[src/rtl/dsf_pkg.sv]
package dsf_pkg;
   // ------------------------------------------------------------
   // Register map
   // ------------------------------------------------------------
   localparam logic [6:0] DSF_DRIVER_STATUS_ADDR = 7'h6F;
   localparam int DSF_STST_BIT = 31;
   localparam int DSF_CS_HI = 20;
   localparam int DSF_CS_LO = 16;
   localparam int DSF_T_HIGH_BIT = 9;
   localparam int DSF_T_WARN_BIT = 8;
   localparam int DSF_OLB_BIT = 7;
   localparam int DSF_OLA_BIT = 6;
   localparam int DSF_LSB_BIT = 5;
   localparam int DSF_LSA_BIT = 4;
   localparam int DSF_GSB_BIT = 3;
   localparam int DSF_GSA_BIT = 2;
   localparam int DSF_OT_BIT = 1;
   localparam int DSF_OTPW_BIT = 0;
   localparam logic [31:0] DSF_STATUS_RESET = 32'h0000_0000;
   // ------------------------------------------------------------
   // Timing
   // ------------------------------------------------------------
   localparam int DSF_STST_CLOCKS = 1048576;
   localparam int DSF_STST_W = 21;
   localparam logic [DSF_STST_W-1:0] DSF_STST_ZERO = 21'h00_0000;
   // ------------------------------------------------------------
   // Types
   // ------------------------------------------------------------
   typedef struct packed {
      logic temp_high_comparator;
      logic temp_warn_comparator;
      logic open_load_b;
      logic open_load_a;
      logic lowside_short_phase_b;
      logic lowside_short_phase_a;
      logic ground_short_phase_b;
      logic ground_short_phase_a;
      logic overtemp_limit;
   } dsf_detect_s;
   typedef struct packed {
      logic lowside_short_phase_b;
      logic lowside_short_phase_a;
      logic ground_short_phase_b;
      logic ground_short_phase_a;
   } dsf_shorts_s;
endpackage : dsf_pkg

[src/rtl/dsf_stst_timer.sv]
`timescale 1ns/1ps
module dsf_stst_timer
   import dsf_pkg::*;
#(
   parameter int STST_CLOCKS = DSF_STST_CLOCKS
) (
   input wire logic clk,
   input wire logic srst,
   input wire logic ce,
   input wire logic step_pulse,
   output logic standstill
);
   logic [DSF_STST_W-1:0] count;
   localparam logic [DSF_STST_W-1:0] LIMIT = DSF_STST_W'(STST_CLOCKS);

   // ------------------------------------------------------------
   // Count clocks since last step
   // ------------------------------------------------------------
   always_ff @(posedge clk) begin
      if (srst) begin
         count <= DSF_STST_ZERO;
         standstill <= 1'b0;
      end else if (ce) begin
         if (step_pulse) begin
            count <= DSF_STST_ZERO; // (RL2)
            standstill <= 1'b0; // (RL2)
         end else if (count != LIMIT) begin
            count <= count + 1'b1;
            standstill <= (count == LIMIT - 1'b1); // (RL2)
         end
      end
   end
endmodule : dsf_stst_timer

[src/rtl/dsf_driver_status.sv]
// Overview of operation
// (RL1) The status word is readable by the host at register address 0x6F.
// (RL2) Bit 31 sets after 2^20 clocks without a step pulse and clears on the next step.
// (RL3) Bits 20..16 show the applied current scale.
// (RL4) Bit 9 follows the high temperature comparator and the drivers are off meanwhile.
// (RL5) Bit 8 follows the warning temperature comparator.
// (RL6) Bits 7 and 6 report open load on B and A and cause no driver action.
// (RL7) A low-side short sets bit 5 (B) or bit 4 (A) and disables the driver.
// (RL8) Low-side short flags are kept separately for each chopper mode; the code keeps the ground short flags per chopper mode as well.
// (RL9) A ground short sets bit 3 (B) or bit 2 (A) and disables the driver.
// (RL10) Short flags stay latched until the driver-on bit is 0 or the low-active enable is high.
// (RL11) Bit 1 sets at the overtemperature limit and holds the bridges off until bit 0 clears.
// (RL12) Bit 0 is one shared prewarning flag for both bridges.
// (RL13) Writes to the status register are ignored and reserved bits read zero.
`timescale 1ns/1ps
module dsf_driver_status
   import dsf_pkg::*;
#(
   parameter int STST_CLOCKS = DSF_STST_CLOCKS
) (
   input wire logic clk,
   input wire logic srst,
   input wire logic ce,
   input wire logic step_pulse,
   input wire logic [4:0] current_scale,
   input wire logic chopper_mode,
   input wire dsf_detect_s detect,
   input wire logic driver_on,
   input wire logic enable_input_low_active_n,
   input wire logic reg_rd,
   input wire logic reg_wr,
   input wire logic [6:0] reg_addr,
   input wire logic [31:0] reg_wdata,
   output logic [31:0] reg_rdata,
   output logic reg_hit,
   output logic bridge_disable
);
   logic standstill;
   logic drv_active;
   dsf_shorts_s shorts_m0;
   dsf_shorts_s shorts_m1;
   dsf_shorts_s shorts_cur;
   logic [3:0] cur_bits;
   logic t_high;
   logic t_warn;
   logic open_b;
   logic open_a;
   logic ot_flag;
   logic otpw_flag;
   logic [4:0] cs_q;
   logic [31:0] status;
   logic thermal_off;
   logic short_off;
   logic rd_status;
   logic rd_other;

   // ------------------------------------------------------------
   // Standstill timer
   // ------------------------------------------------------------
   dsf_stst_timer #(.STST_CLOCKS(STST_CLOCKS)) u_stst (
      .clk(clk),
      .srst(srst),
      .ce(ce),
      .step_pulse(step_pulse),
      .standstill(standstill)
   );

   // ------------------------------------------------------------
   // Driver enable
   // ------------------------------------------------------------
   assign drv_active = driver_on & ~enable_input_low_active_n; // (RL10)

   // ------------------------------------------------------------
   // Address decode
   // ------------------------------------------------------------
   function automatic logic is_status_addr(input logic [6:0] addr);
      return addr == DSF_DRIVER_STATUS_ADDR;
   endfunction : is_status_addr

   // ------------------------------------------------------------
   // Short flag merge
   // ------------------------------------------------------------
   function automatic dsf_shorts_s merge_shorts(input dsf_shorts_s held,
      input dsf_detect_s det);
      dsf_shorts_s res;
      res.lowside_short_phase_b = held.lowside_short_phase_b | det.lowside_short_phase_b;
      res.lowside_short_phase_a = held.lowside_short_phase_a | det.lowside_short_phase_a;
      res.ground_short_phase_b = held.ground_short_phase_b | det.ground_short_phase_b;
      res.ground_short_phase_a = held.ground_short_phase_a | det.ground_short_phase_a;
      return res;
   endfunction : merge_shorts

   // ------------------------------------------------------------
   // Short latches, one set per chopper mode
   // ------------------------------------------------------------
   always_ff @(posedge clk) begin
      if (srst) begin
         shorts_m0 <= '0;
      end else if (ce) begin
         if (!drv_active) begin
            shorts_m0 <= '0; // (RL10)
         end else if (!chopper_mode) begin
            shorts_m0 <= merge_shorts(shorts_m0, detect); // (RL7) (RL8) (RL9)
         end
      end
   end

   always_ff @(posedge clk) begin
      if (srst) begin
         shorts_m1 <= '0;
      end else if (ce) begin
         if (!drv_active) begin
            shorts_m1 <= '0; // (RL10)
         end else if (chopper_mode) begin
            shorts_m1 <= merge_shorts(shorts_m1, detect); // (RL7) (RL8) (RL9)
         end
      end
   end

   assign shorts_cur = chopper_mode ? shorts_m1 : shorts_m0; // (RL8)
   assign cur_bits = shorts_cur;

   // ------------------------------------------------------------
   // Thermal comparator samples
   // ------------------------------------------------------------
   always_ff @(posedge clk) begin
      if (srst) begin
         otpw_flag <= 1'b0;
         t_high <= 1'b0;
         t_warn <= 1'b0;
      end else if (ce) begin
         t_high <= detect.temp_high_comparator; // (RL4)
         t_warn <= detect.temp_warn_comparator; // (RL5)
         otpw_flag <= detect.temp_warn_comparator; // (RL12)
      end
   end

   // ------------------------------------------------------------
   // Overtemperature latch, held until prewarning clears
   // ------------------------------------------------------------
   always_ff @(posedge clk) begin
      if (srst) begin
         ot_flag <= 1'b0;
      end else if (ce) begin
         if (detect.overtemp_limit) begin
            ot_flag <= 1'b1; // (RL11)
         end else if (!detect.temp_warn_comparator) begin
            ot_flag <= 1'b0; // (RL11)
         end
      end
   end

   // ------------------------------------------------------------
   // Open load samples, informative only
   // ------------------------------------------------------------
   always_ff @(posedge clk) begin
      if (srst) begin
         open_b <= 1'b0;
         open_a <= 1'b0;
      end else if (ce) begin
         open_b <= detect.open_load_b; // (RL6)
         open_a <= detect.open_load_a; // (RL6)
      end
   end

   // ------------------------------------------------------------
   // Applied current scale sample
   // ------------------------------------------------------------
   always_ff @(posedge clk) begin
      if (srst) begin
         cs_q <= 5'h00;
      end else if (ce) begin
         cs_q <= current_scale; // (RL3)
      end
   end

   // ------------------------------------------------------------
   // Bridge disable; open load deliberately excluded
   // ------------------------------------------------------------
   assign thermal_off = ot_flag | t_high; // (RL4) (RL11)
   assign short_off = |cur_bits; // (RL7) (RL9)
   assign bridge_disable = thermal_off | short_off; // (RL6)

   // ------------------------------------------------------------
   // Status word assembly
   // ------------------------------------------------------------
   always_comb begin
      status = DSF_STATUS_RESET; // (RL13)
      status[DSF_STST_BIT] = standstill; // (RL2)
      status[DSF_CS_HI:DSF_CS_LO] = cs_q; // (RL3)
      status[DSF_T_HIGH_BIT] = t_high; // (RL4)
      status[DSF_T_WARN_BIT] = t_warn; // (RL5)
      status[DSF_OLB_BIT] = open_b; // (RL6)
      status[DSF_OLA_BIT] = open_a; // (RL6)
      status[DSF_LSB_BIT] = shorts_cur.lowside_short_phase_b; // (RL7)
      status[DSF_LSA_BIT] = shorts_cur.lowside_short_phase_a; // (RL7)
      status[DSF_GSB_BIT] = shorts_cur.ground_short_phase_b; // (RL9)
      status[DSF_GSA_BIT] = shorts_cur.ground_short_phase_a; // (RL9)
      status[DSF_OT_BIT] = ot_flag; // (RL11)
      status[DSF_OTPW_BIT] = otpw_flag; // (RL12)
   end

   // ------------------------------------------------------------
   // Register decode; writes have no effect
   // ------------------------------------------------------------
   assign reg_hit = (reg_rd | reg_wr) && is_status_addr(reg_addr); // (RL1)
   assign rd_status = reg_rd && is_status_addr(reg_addr); // (RL1)
   assign rd_other = reg_rd && !is_status_addr(reg_addr); // (RL13)

   // ------------------------------------------------------------
   // Read data register
   // ------------------------------------------------------------
   always_ff @(posedge clk) begin
      if (srst) begin
         reg_rdata <= DSF_STATUS_RESET;
      end else if (ce) begin
         if (rd_status) begin
            reg_rdata <= status; // (RL1)
         end else if (rd_other) begin
            reg_rdata <= 32'h0000_0000; // (RL13)
         end
      end
   end

   logic unused_wdata;
   assign unused_wdata = ^reg_wdata; // (RL13)
endmodule : dsf_driver_status

[config.mk]
export PLATFORM = sky130hd
export DESIGN_NAME = dsf_driver_status
export DESIGN_NICKNAME = d
export VERILOG_FILES = /design/src/rtl/dsf_pkg.sv /design/src/rtl/dsf_stst_timer.sv /design/src/rtl/dsf_driver_status.sv
export SDC_FILE = /design/constraint.sdc
export NUM_CORES = 1
export LEC_CHECK = 0
export ABC_AREA = 1
export BUFFER_PORTS_ARGS = -buffer_cell sky130_fd_sc_hd__buf_2
export CELL_PAD_IN_SITES_DETAIL_PLACEMENT = 2
export CELL_PAD_IN_SITES_GLOBAL_PLACEMENT = 2
export CORE_MARGIN = 1.5
export CORE_UTILIZATION = 24
export DETAILED_ROUTE_END_ITERATION = 10
export PLACE_DENSITY = 0.8
export SETUP_SLACK_MARGIN = 0.5
export SLEW_MARGIN = 20
export SYNTH_ARGS = -nofsm -noshare
export SYNTH_HDL_FRONTEND = slang
export SYNTH_SLANG_ARGS = --single-unit
[constraint.sdc]
create_clock -name clk -period 1.3 [get_ports clk]
set_input_delay 0.26 -clock clk [delete_from_list [all_inputs] [get_ports clk]]
set_output_delay 0.26 -clock clk [all_outputs]
set_load 0.05 [all_outputs]
Word level (Yosys, flattened, before mapping)
Cells that the tools add are included.
- $add $sub $neg: 1
- equal/unequal tests: 6
- mux-type cells: 13
- bitwise operators: 13
- reduce and logical (&&, ||, !) cells: 12
- operator list (kind ; count):
    two-way mux 32 bit ; 2
    two-way mux 21 bit ; 2
    adder 21 x 1 -> 21 bit (second input constant) ; 1
    equality test 21 x 20 -> 1 bit (second input constant) ; 1
    inequality test 21 bit (second input constant) ; 1
    two-way mux 4 bit ; 5
    OR 1 bit ; 11
    AND reduction 2 bit ; 5
    equality test 7 bit (second input constant) ; 1
    inequality test 2 bit (second input constant) ; 3
    two-way mux 1 bit ; 4
    nonzero test 2 bit ; 2
    OR reduction 4 bit ; 1
    logical AND 1 bit ; 3
    bitwise AND 1 bit ; 1
    zero test 1 bit ; 1
    inverter 1 bit ; 1
- bits in registers: 72
- input bits: 62
- output and inout port bits: 34
- word-level logic and storage cells: 62

Longest topological paths before layout
- depth after elaboration: 5
- gate-level depth with buffers: 11

Modules after synthesis
From an unflattened synthesis, not the netlist that was laid out.
- cell total of the unflattened synthesis: 408
- area total of the unflattened synthesis: 2905.3 µm²
- modules (own cells, without submodules) (module ; times used ; cells an instance ; area an instance (µm²) ; seq. area each (µm²)):
    dsf_driver_status ; 1 ; 193 ; 1455.1 ; 660.6
    dsf_stst_timer ; 1 ; 215 ; 1450.1 ; 440.4

Worst setup path before layout
No wires, ideal clock.
- path kind: input to output
- start point: input port reg_addr[6]
- end point: output port reg_hit
- arrival: 1.212 ns
- data required time: 1.040 ns
- slack: -0.172 ns
- stages: 4
- buffers on the path: 1
- cell sequence: nand2_1 nor2_1 buf_2 o211a_1
- cells in the longest elaborated chain, start to end: 2
- RTL lines (what ; RTL line ; source):
    start: declaration ; dsf_driver_status.sv:32 ; input wire logic [6:0] reg_addr,
    equality test 7 bit ; dsf_driver_status.sv:77 ; return addr == DSF_DRIVER_STATUS_ADDR;
    logical AND 1 bit ; dsf_driver_status.sv:206 ; assign reg_hit = (reg_rd | reg_wr) && is_status_addr(reg_addr);
    end: declaration ; dsf_driver_status.sv:35 ; output logic reg_hit,
Every way passes these cells.

Final worst setup path
- start point: register u_stst.count[19]
- end point: register u_stst.count[14]
- cells in the longest elaborated chain, start to end: 3
- RTL lines (what ; RTL line ; source):
    start: declaration ; dsf_stst_timer.sv:13 ; logic [DSF_STST_W-1:0] count;
    start signal: assignment ; dsf_stst_timer.sv:28 ; count <= count + 1'b1;
    inequality test 21 bit ; dsf_stst_timer.sv:27 ; end else if (count != LIMIT) begin
    nonzero test 2 bit (no source line) ; n/a ;
    AND reduction 2 bit (no source line) ; n/a ;
Every way passes these cells.
A chain may end at the register's enable or synchronous reset.

==> reports/metrics.yaml <==
timing.critical_path.required_ps: 1500
min_period_over_period_pct: 130.1
hold_depth: 3
routed_wirelength_um: 16100
setup_slack_on_the_worst_flop_to_flop_path_ps: -390
syn_area_um2: 2829
dp_worst_setup_slack_ps: -256.9
maxSlewViolCount: 0
floorplan.rows: 39
netSwitchingFraction_pct: 32.94
achievable-frequency_ghz: 0.5911
critPathLaunchType: "flop"
htree_num_levels: 2
power_frac_comb_pct: 19.1
floorplan.io_pins: 96
clock-skew-final_ps: 14.74
hold_path_class: "primary input to flop"
gr-usage-all-layers_pct: 22.66
placed_cell_area_um2: 3747
power_switching_mw: 1.336
finalHoldWorstSlack_ps: 183.5
design_area_um2: 4972
cell_internal_pwr_mw: 2.721
grt_first_pass_wirelength_um: 21760
syn_inst_count: 413
floorplan.die_area_um2: 12450
post_synthesis_to_final_layout_area_growth_pct: 75.76
layout.nets: 605
cts.sinks: 55
max-vdd-ir-drop_mv: 0.5813
synth.yosys.seq_area_share_pct: 38.92
clock_insertion_delay_worst_skew_ps: 310
portBuffers: 47
beginning_of_the_critical_path: "u_stst.count[19]"
globalRouteOverflowTotal: 0
synth.ff_latch_count: 55
power.sequential.fraction_pct: 43.3
inserted_clock_buffers: 5
clk_transition_reported_paths_ps: 90
floorplan.core_area_um2: 11470
synth_cell_types: 29
die_h_um: 111.6
timing.critical_path.fanout_max: 3
clk_root_buffer_cell: "sky130_fd_sc_hd__clkbuf_16"
p_clk_share_pct: 37.6
dr.pass1.iters: 4
detail_route.drc_violations: 0
synthDominantCellAreaShare_pct: 38.92
r2r-start: "u_stst.count[19]"
viasPerCell: 5.035
synth.top_cells.by_area: "sky130_fd_sc_hd__dfxtp_1, sky130_fd_sc_hd__nand2_1, sky130_fd_sc_hd__nor2_1, sky130_fd_sc_hd__a21oi_1, sky130_fd_sc_hd__buf_4"
synth.yosys.warnings: 0
die_x_um: 111.6
setup_total_negative_slack_ps: -5634
min_from: "current_scale[3]"
layout-drive-gt1-share_pct: 56.83
ff2ff_path_depth: 10
timing.critical_path.arrival_ps: 1890
first_global_vias: 3862
worst_r2r_endpoint: "u_stst.count[14]"
vias: 3449
antenna_found_initial: 0
final_antenna_net_count: 0
routed_wire_length_per_instance_um: 23.51
num_antenna_cells: 0
worstSetupPathType: "flop to flop"
post-synth-top-area-cell: "sky130_fd_sc_hd__dfxtp_1"
final_period_minus_worst_setup_slack_ps: 1692
final.setup.worst_slack_ps: -391.6
report.final.hold_viol_count: 0
dp_hpwl_um: 8134
syn-mean-instance-area_um2: 6.850
p_leak_nw: 2.032
async_reset_ff_share_pct: 0
routabilityCongestion: 0.7971
outcome: "finished, violations left"
grt_setup_unrepaired: "true"
bufs_on_longest_clock_path: 2
drt_iter0_drc: 146
critPathCaptureType: "flop"
setup-violations-final: 23
hold-path-endpoint: "cs_q[3]"
largest_net_degree_at_the_start_of_global_routing: 20
cellPowerDensity_nw_per_um2: 816.0
initial_utilization_pct: 24.67
yosys_most_used_dff: "sky130_fd_sc_hd__dfxtp_1"
tritoncts: "done"
violations_in_the_final_reports: "setup timing"
cap_viol_max_count: 0
synth_enable_flop_cells: 0
[cell families (layout without fill, tap and decap cells)]
group / count (synthesis) / count (layout) / share of synthesized area (%)
compound gates: 68 / 68 / 13.00
xor+xnor: 6 / 6 / 1.858
fa+ha+maj: 2 / 2 / 0.8844
buf+inv: 67 / 181 / 11.76
flops: 55 / 55 / 38.92
other cells: 1 / 16 / 0.1326
simple gates: 214 / 214 / 33.44
[power by group through the flow]
stage | clock network (mW) | logic, mW | registers (mW)
finish | 1.53 | 0.773 | 1.76
global route | 1.60 | 0.808 | 1.76
CTS | 1.50 | 0.638 | 1.75
detailed placement | 0 | 0.548 | 1.78
global placement | 0 | 0.521 | 1.78
floorplan | 0 | 0.422 | 1.78
[stage by stage]
stage | power [mW] | instances | util [%]
after floorplan | 2.199 | 428 | -
after global placement | 2.301 | 645 | 32.68
after detailed placement | 2.332 | 645 | 32.68
after CTS | 3.885 | 673 | 39.43
after global routing | 4.168 | 685 | 43.36
final | 4.057 | 685 | 43.36
[repair_timing]
| item | in CTS | in global routing |
|---|---|---|
| pin swaps | 41 | 29 |
| setup buffers | 19 | 12 |
| setup endpoints to repair | 70 | 72 |
| resized for setup | 144 | 91 |
| hold buffers | 0 | 0 |
| gates cloned | 1 | 0 |
[critical path, cell delays in order (launching register included)]
cell	delay [ps]
sky130_fd_sc_hd__dfxtp_1	340
sky130_fd_sc_hd__buf_4	140
sky130_fd_sc_hd__nor2_1	140
sky130_fd_sc_hd__nand2_1	110
sky130_fd_sc_hd__nor2_2	220
sky130_fd_sc_hd__nand3_2	130
sky130_fd_sc_hd__nand3_2	110
sky130_fd_sc_hd__buf_4	140
sky130_fd_sc_hd__nor2_1	50
sky130_fd_sc_hd__nor2_1	120
sky130_fd_sc_hd__nor2_1	70
[flip-flops by register name, summed over array words and instances, names as in the netlist]
| register | count |
|---|---|
| shorts_m0 | 4 |
| u_stst.standstill | 1 |
| ot_flag | 1 |
| open_a | 1 |
| t_high | 1 |
| reg_rdata | 15 |
| cs_q | 5 |
| shorts_m1 | 4 |
| open_b | 1 |
| u_stst.count | 21 |
| otpw_flag | 1 |
[placed cells by master, fill, tap and decap left out, drive strengths merged]
| cell | netlist | routed |
|---|---|---|
| nand3 | 19 | 19 |
| clkinv | 0 | 1 |
| o21bai | 4 | 4 |
| clkbuf | 7 | 5 |
| o211a | 1 | 1 |
| clkinvlp | 0 | 2 |
| nand2 | 101 | 101 |
| nor2 | 71 | 71 |
| a21oi | 33 | 33 |
| ha | 2 | 2 |
| nand4 | 16 | 16 |
| xor2 | 6 | 6 |
| nor3b | 1 | 1 |
| o21ai | 28 | 28 |
| buf | 22 | 135 |
| dfxtp | 55 | 55 |
| nor3 | 6 | 6 |
| o21a | 2 | 2 |
| inv | 38 | 38 |
| conb | 1 | 16 |
[synthesized netlist by cell type, types with 3 or more instances]
cell type,instances
sky130_fd_sc_hd__nor3_1,5
sky130_fd_sc_hd__o21ai_1,6
sky130_fd_sc_hd__a21oi_1,31
sky130_fd_sc_hd__dfxtp_1,55
sky130_fd_sc_hd__nand4_1,16
sky130_fd_sc_hd__buf_4,19
sky130_fd_sc_hd__xor2_1,6
sky130_fd_sc_hd__nor2_2,5
sky130_fd_sc_hd__nand2_2,5
sky130_fd_sc_hd__inv_2,4
sky130_fd_sc_hd__nor2_1,64
sky130_fd_sc_hd__clkbuf_1,7
sky130_fd_sc_hd__nand2_1,95
sky130_fd_sc_hd__inv_1,34
sky130_fd_sc_hd__o21bai_1,4
sky130_fd_sc_hd__nand3_1,16
sky130_fd_sc_hd__o21ai_0,22
sky130_fd_sc_hd__nand3_2,3
[final cells by class]
| type | count | area [um2] |
|---|---|---|
| clock buffers | 5 | 125.1 |
| clock inverters | 3 | 27.53 |
| fillers | 1236 | 6495 |
| inverters | 38 | 186.4 |
| multi-input cells | 306 | 2049 |
| flip-flops and latches | 55 | 1156 |
| well taps | 143 | 178.9 |
| repair buffers | 135 | 1249 |
[metal layers]
| layer | wire length (um) | vias up | global-route usage, % |
|---|---|---|---|
| li1 | - | 1550 | - |
| met1 | 5851 | 1731 | 23.58 |
| met2 | 8925 | 116 | 44.17 |
| met3 | 555 | 52 | 2.667 |
| met4 | 769 | 0 | 11.81 |
| met5 | 0 | - | 0 |
[worst max path at each step]
stage / cells past startpoint / slack [ps] / end
floorplan: 7 / 4 / u_stst.count[20]
global placement: 8 / -150 / u_stst.count[18]
detailed placement: 10 / -260 / u_stst.count[16]
CTS: 10 / -200 / u_stst.count[9]
global route: 10 / -430 / u_stst.count[14]
finish: 10 / -390 / u_stst.count[14]
Note: power is estimated with default switching activity, not from simulation.
